`src/core/pix_port_pkg.sv`:
```
/*
 * shared constants for the sensor pixel output port and its capture end
 * assumes one 250 MHz clock standing in for the master clock domain
 */
package pix_port_pkg;

    localparam int unsigned DATA_W        = 8;
    localparam int unsigned TOTAL_COLS    = 414;
    localparam int unsigned TOTAL_ROWS    = 314;
    localparam int unsigned ACTIVE_COLS   = 400;
    localparam int unsigned ACTIVE_ROWS   = 300;
    localparam int unsigned COL_W         = 9;
    localparam int unsigned ROW_W         = 9;
    localparam int unsigned DIV_W         = 4;
    localparam int unsigned BLANK_W       = 16;
    localparam int unsigned ENABLE_MIN_CYC = 2;
    localparam int unsigned RESET_MIN_CYC = 8;
    localparam int unsigned CNT_W         = 4;
    localparam logic [DIV_W-1:0]   DIV_RST   = 4'h0;
    localparam logic [BLANK_W-1:0] BLANK_RST = 16'h0004;

endpackage

```
`src/core/pix_port_if.sv`:
```
/*
 * interface joining the sensor end and the capture end
 * assumes both ends run on the same master clock
 */
`timescale 1ns/100ps
interface pix_port_if
    import pix_port_pkg::*;
    (input wire logic clk_i);

    logic              sensor_enable_in;
    logic              hw_reset_n;
    logic [DATA_W-1:0] pixel_data;
    logic              line_valid;
    logic              frame_start;

    modport sensor (
        input  clk_i,
        input  sensor_enable_in,
        input  hw_reset_n,
        output pixel_data,
        output line_valid,
        output frame_start
    );

    modport capture (
        input  clk_i,
        output sensor_enable_in,
        output hw_reset_n,
        input  pixel_data,
        input  line_valid,
        input  frame_start
    );

endinterface // pix_port_if

```
`src/core/pix_sensor.sv`:
```
/*
 * sensor end: divided pixel timing, frame-start pulse, line-valid, data
 * assumes the host drives enable and reset on the same clock
 */
`timescale 1ns/100ps
module pix_sensor
    import pix_port_pkg::*;
(
    // clock and reset
    input  wire logic               clk_i,
    input  wire logic               reset_n_i,
    // settings and pixel input
    input  wire logic [DIV_W-1:0]   clk_div_i,
    input  wire logic [BLANK_W-1:0] blank_len_i,
    input  wire logic [DATA_W-1:0]  pixel_i,
    // link
    pix_port_if.sensor              link
);

    typedef enum logic [1:0] {ST_IDLE, ST_FRAME, ST_BLANK, ST_LINES} st_t;

    // ----------------------------------------
    // input synchronisers
    // ----------------------------------------
    logic en_s1_r, en_s2_r, rst_s1_r, rst_s2_r;

    always_ff @(posedge clk_i or negedge reset_n_i) begin
        if (!reset_n_i) begin
            en_s1_r  <= 1'b0;
            en_s2_r  <= 1'b0;
            rst_s1_r <= 1'b0;
            rst_s2_r <= 1'b0;
        end else begin
            en_s1_r  <= link.sensor_enable_in;
            en_s2_r  <= en_s1_r;
            rst_s1_r <= link.hw_reset_n;
            rst_s2_r <= rst_s1_r;
        end
    end

    // ----------------------------------------
    // timing state
    // ----------------------------------------
    st_t               st_r, st_nxt;
    logic [DIV_W-1:0]  div_r, div_nxt;
    logic [COL_W-1:0]  col_r, col_nxt;
    logic [ROW_W-1:0]  row_r, row_nxt;
    logic [BLANK_W-1:0] blk_r, blk_nxt;
    logic [DATA_W-1:0] data_r, data_nxt;
    logic              lv_r, lv_nxt;
    logic              fs_r, fs_nxt;
    logic              tick;
    logic              run;

    assign run  = en_s2_r && rst_s2_r;
    assign tick = (div_r == clk_div_i);

    always_comb begin
        st_nxt   = st_r;
        div_nxt  = tick ? DIV_RST : div_r + 1'b1;
        col_nxt  = col_r;
        row_nxt  = row_r;
        blk_nxt  = blk_r;
        data_nxt = data_r;
        lv_nxt   = lv_r;
        fs_nxt   = fs_r;
        if (!run) begin
            st_nxt   = ST_IDLE;
            div_nxt  = DIV_RST;
            data_nxt = '0;
            lv_nxt   = 1'b0;
            fs_nxt  = 1'b0;
        end else if (tick) begin
            lv_nxt = 1'b0;
            fs_nxt = 1'b0;
            case (st_r)
                ST_IDLE: begin
                    st_nxt = ST_FRAME;
                end
                ST_FRAME: begin
                    fs_nxt  = 1'b1;
                    blk_nxt = blank_len_i;
                    col_nxt = '0;
                    row_nxt = '0;
                    st_nxt  = ST_BLANK;
                end
                ST_BLANK: begin
                    if (blk_r == '0) begin
                        st_nxt = ST_LINES;
                    end else begin
                        blk_nxt = blk_r - 1'b1;
                    end
                end
                ST_LINES: begin
                    if (col_r < COL_W'(ACTIVE_COLS)
                        && row_r < ROW_W'(ACTIVE_ROWS)) begin
                        lv_nxt   = 1'b1;
                        data_nxt = pixel_i;
                    end
                    if (col_r == COL_W'(TOTAL_COLS - 1)) begin
                        col_nxt = '0;
                        if (row_r == ROW_W'(TOTAL_ROWS - 1)) begin
                            st_nxt = ST_FRAME;
                        end else begin
                            row_nxt = row_r + 1'b1;
                        end
                    end else begin
                        col_nxt = col_r + 1'b1;
                    end
                end
                default: begin
                    st_nxt = ST_IDLE;
                end
            endcase
        end
    end

    always_ff @(posedge clk_i or negedge reset_n_i) begin
        if (!reset_n_i) begin
            st_r   <= ST_IDLE;
            div_r  <= DIV_RST;
            col_r  <= '0;
            row_r  <= '0;
            blk_r  <= BLANK_RST;
            data_r <= '0;
            lv_r   <= 1'b0;
            fs_r   <= 1'b0;
        end else begin
            st_r   <= st_nxt;
            div_r  <= div_nxt;
            col_r  <= col_nxt;
            row_r  <= row_nxt;
            blk_r  <= blk_nxt;
            data_r <= data_nxt;
            lv_r   <= lv_nxt;
            fs_r   <= fs_nxt;
        end
    end

    // ----------------------------------------
    // outputs
    // ----------------------------------------
    assign link.pixel_data  = data_r;
    assign link.line_valid  = lv_r;
    assign link.frame_start = fs_r;

endmodule // pix_sensor

```
`src/flat_wrapper.sv`:
```
// flat-port wrapper written by rule: the top's interface ports become plain ports
module pix_sensor_flat import pix_port_pkg::*;
  (clk_i, reset_n_i, clk_div_i, blank_len_i, pixel_i, link_sensor_enable_in, link_hw_reset_n, link_pixel_data, link_line_valid, link_frame_start);
  pix_port_if link_i (.clk_i(clk_i));
  input  wire logic clk_i;
  input  wire logic reset_n_i;
  input  wire logic [DIV_W-1:0] clk_div_i;
  input  wire logic [BLANK_W-1:0] blank_len_i;
  input  wire logic [DATA_W-1:0] pixel_i;
  input wire logic [$bits(link_i.sensor_enable_in)-1:0] link_sensor_enable_in;
  input wire logic [$bits(link_i.hw_reset_n)-1:0] link_hw_reset_n;
  output wire logic [$bits(link_i.pixel_data)-1:0] link_pixel_data;
  output wire logic [$bits(link_i.line_valid)-1:0] link_line_valid;
  output wire logic [$bits(link_i.frame_start)-1:0] link_frame_start;
  assign link_i.sensor_enable_in = link_sensor_enable_in;
  assign link_i.hw_reset_n = link_hw_reset_n;
  assign link_pixel_data = link_i.pixel_data;
  assign link_line_valid = link_i.line_valid;
  assign link_frame_start = link_i.frame_start;
  pix_sensor u_core (.clk_i(clk_i), .reset_n_i(reset_n_i), .clk_div_i(clk_div_i), .blank_len_i(blank_len_i), .pixel_i(pixel_i), .link(link_i));
endmodule
```
`config.mk`:
```
export PLATFORM = sky130hd
export DESIGN_NAME = pix_sensor_flat
export DESIGN_NICKNAME = d
export VERILOG_FILES = /design/src/core/pix_port_pkg.sv /design/src/core/pix_port_if.sv /design/src/core/pix_sensor.sv /design/src/flat_wrapper.sv
export SDC_FILE = /design/constraint.sdc
export NUM_CORES = 1
export LEC_CHECK = 0
export ABC_CLOCK_PERIOD_IN_PS = 5700
export BUFFER_PORTS_ARGS = -buffer_cell sky130_fd_sc_hd__buf_2
export CAP_MARGIN = 20
export CORE_MARGIN = 8
export CORE_UTILIZATION = 62
export CTS_CLUSTER_DIAMETER = 50
export DETAILED_ROUTE_END_ITERATION = 10
export GPL_TIMING_DRIVEN = 0
export PLACE_DENSITY = 0.81
export SYNTH_ARGS = -nofsm -noshare
export SYNTH_HDL_FRONTEND = slang
export SYNTH_SLANG_ARGS = --single-unit
export TNS_END_PERCENT = 5
```
`constraint.sdc`:
```
create_clock -name clk_i -period 5.7 [get_ports clk_i]
set_clock_uncertainty 0.1 [all_clocks]
set_input_delay 0 -clock clk_i [delete_from_list [all_inputs] [get_ports clk_i]]
set_output_delay 0 -clock clk_i [all_outputs]
set_load 0.1 [all_outputs]
```
==> summary.md <==
| Metric | Value |
|---|---|
| RSZ-0062 raised after global routing | no |
| Core Area | 0.00498 mm2 |
| Gate Count Post-Synth | 335 |
| H-tree depth | 2 |
| Die Y | 86.9 um |
| Pwr/cell area | 182 mW/mm2 |
| # rows | 26 |
| Most common cell after layout, fill and taps aside | dfrtp_1 |
| RD Place Congestion | 0.899 |
| Fin nets | 453 |
| Via density | 6.03 |
| Count of cell types in the netlist | 60 |
| Synthesized Nets | 377 |
| Hold WS | 2.31 ps |
| Final worst path period share | 0.443 |
| Slew margin rel. | 0.542 |
| Synth warn | 0 |
| Initial antenna violation count | 0 |
| IO Pins | 42 |
| Max incr delay on CP | 580 ps |
| FF+latch count, synth | 54 |
| Die width | 86.9 um |
| Worst-margin pin slew | 682 ps |
| Post-synthesis sequential area ratio | 0.434 |
| Full die area | 0.00755 mm2 |
| Gr usage total | 0.222 |
| Min Tclk post-route | 2520 ps |
| Final Hold Viols | 0 |
| Startpoint types | flop |
| Vias in the first global route | 2,900 |
| DP Cell Count | 447 |
| Wire per inst | 16.2 um |
| DRC viols | 0 |
| EDFF count, synth | 0 |
| Final WL | 7820 um |
| Length of the first detailed-routing pass in iterations | 4 |
| Worst EP required | 5790 ps |
| Status | finished, final reports clean |
| Crit. End Element | flop |
| CTS root buffer | clkbuf_8 |
| Final slew viol count | 0 |
| DR iter-0 viols | 251 |
| Worst-Skew Late Latency | 320 ps |
| Most frequent cells in the layout | dfrtp_1 (53), buf_2 (42), nor2_1 (33), o21ai_0 (27), dlygate4sd3_1 (27) |
| CTS resizes | 0 |
| Fillcell total | 368 |
| CP max FO | 10 |
| Post-DP HPWL | 5440 um |
| Via count | 2,907 |
| Kind of critical path | flop to flop |
| FMAX | 396 MHz |
| Cell Chain, Critical Path | inv_1 > ha_1 > clkbuf_1 > inv_1 > or4_4 > buf_6 > a32oi_1 > o221ai_1 |
| Fin cells | 482 |
| Worst path arrival time | 2610 ps |
| Clock Path Buffers | 2 |
| Initial Util | 0.626 |
| Largest net degree at the start of global routing | 42 |
| Max-cap viol count | 0 |
| Worst ir drop on vdd | 139 uV |
| FFs w/ async S/R, synth | 1.00 |
| Total negative slack | 0 ps |
| Clk sinks | 54 |
| Slowest CP cell | or4_4 |
| First-pass GRT wire length | 13,600 um |
| CTS tree | built |
| Leakage | 1.62 nW |
| I/O Buffers | 41 |
| CTS Buf Count | 5 |
| Mapped cell area | 0.00312 mm2 |
| CP dominant cell by count | inv_1 |
| Share of cells above drive strength 1 | 0.155 |
| # setup viols final | 0 |
| Clock Pin Slew Worst Setup and Hold Paths | 110 ps |
| Most used DFF post-synth | dfrtp_1 |
| DRT antenna net count | 0 |
| Post-synthesis to final-layout area growth | 21.8% |
| Syn_area_per_cell | 9.30 um2 |
| Total grt overflow | 0 |
| Worst Hold Class | input pin to async pin |
| Ant. Diodes | 0 |
-- path summary, 6_finish.rpt --
path	cells after the start	startpoint	slack, ps	endpoint
max	8	u_core.st_r[0]	3180	u_core.blk_r[7]
max reg2reg	8	u_core.st_r[0]	3180	u_core.blk_r[7]
max in group asynchronous	3	reset_n_i	4960	u_core.st_r[0]
min reg2reg	0	u_core.rst_s1_r	260	u_core.rst_s2_r
min	2	reset_n_i	2	u_core.blk_r[0]
min in group clk_i	4	clk_div_i[1]	210	u_core.div_r[1]
-- timing repair --
action,4_1_cts,5_1_grt
hold endpoints to repair,80,0
buffers inserted,0,0
hold buffers,27,0
-- final cells by class --
cell class	instances	area [um2]	area share
plain buffers	16	72.6	0.0191
clock buffers	5	68.8	0.0181
clock inverters	3	26.3	0.00692
inverters	13	48.8	0.0129
multi-input cells	252	1640	0.433
flip-flops and latches	54	1350	0.356
well taps	70	87.6	0.0231
repair buffers	69	495	0.131
-- power breakdown --
group	switching [mW]	total [mW]	internal, mW	leakage (nW)
Clock	0.139	0.231	0.0916	0.0495
Combinational	0.0332	0.0655	0.0323	0.855
Sequential	0.00659	0.396	0.389	0.719
-- per-layer routing --
layer	track usage	wire length, um	up-vias
li1	-	-	1399
met1	0.280	3400	1402
met2	0.377	3870	98
met3	0.0453	471	8
met4	0.0579	82	0
met5	0	0	-
-- Yosys cell counts (3+ instances only) --
master,number,area share
dfrtp_1,53,0.43
nor2_1,33,0.040
o21ai_0,27,0.043
nand2_1,21,0.025
nand3_1,21,0.034
a21oi_1,13,0.021
clkbuf_1,13,0.016
inv_1,13,0.016
nor3_1,13,0.021
ha_1,10,0.040
and3_1,9,0.018
mux2i_1,8,0.026
nand4_1,8,0.016
o31ai_1,8,0.019
or3_1,5,0.010
xnor2_1,5,0.014
o21ai_1,4,0.0064
or4_1,4,0.0096
xor2_1,4,0.011
a211oi_1,3,0.0072
a31oi_1,3,0.0060
and2_1,3,0.0060
nor4b_1,3,0.0084
o31a_1,3,0.0084
o32ai_1,3,0.0084
o41ai_1,3,0.0084
-- worst max-delay path: cells and delay by family, from the launching register on --
family	cells	cell delay, ps
simple gates	1	580
compound gates	2	330
buf+inv	4	820
fa+ha+maj	1	130
flops	1	440
-- metrics by stage --
step | setup slack [ps] | util | power [mW] | instance area, um2
floorplan | 3450 | - | 0.426 | 3120
global placement | 3220 | 0.685 | 0.450 | 3410
detailed placement | 3220 | 0.689 | 0.453 | 3430
CTS | 3210 | 0.762 | 0.696 | 3790
global route | 2990 | 0.762 | 0.718 | 3790
finish | 3180 | 0.762 | 0.692 | 3790
-- kinds of logic (layout without fill, tap and decap cells) --
group                    after synthesis  count (layout)  share of synthesized area
AO/OA/AOI/OAI                         86              86                      0.183
XOR/XNOR                               9               9                     0.0253
adder cells (fa/ha/maj)               10              10                     0.0401
buffers and inverters                 29             106                     0.0389
flip-flops                            54              54                      0.434
multiplexers                           9               9                     0.0293
AND/OR/NAND/NOR                      138             138                      0.249
-- state kept, by name, indices dropped and copies added, names as in the netlist --
name and count:
u_core.blk_r 16, u_core.col_r 9, u_core.row_r 9, u_core.link.pixel_data 8, u_core.div_r 4, u_core.st_r 2, u_core.en_s1_r 1, u_core.en_s2_r 1
u_core.link.frame_start 1, u_core.link.line_valid 1, u_core.rst_s1_r 1, u_core.rst_s2_r 1
Power figures use the tool's default switching activity.
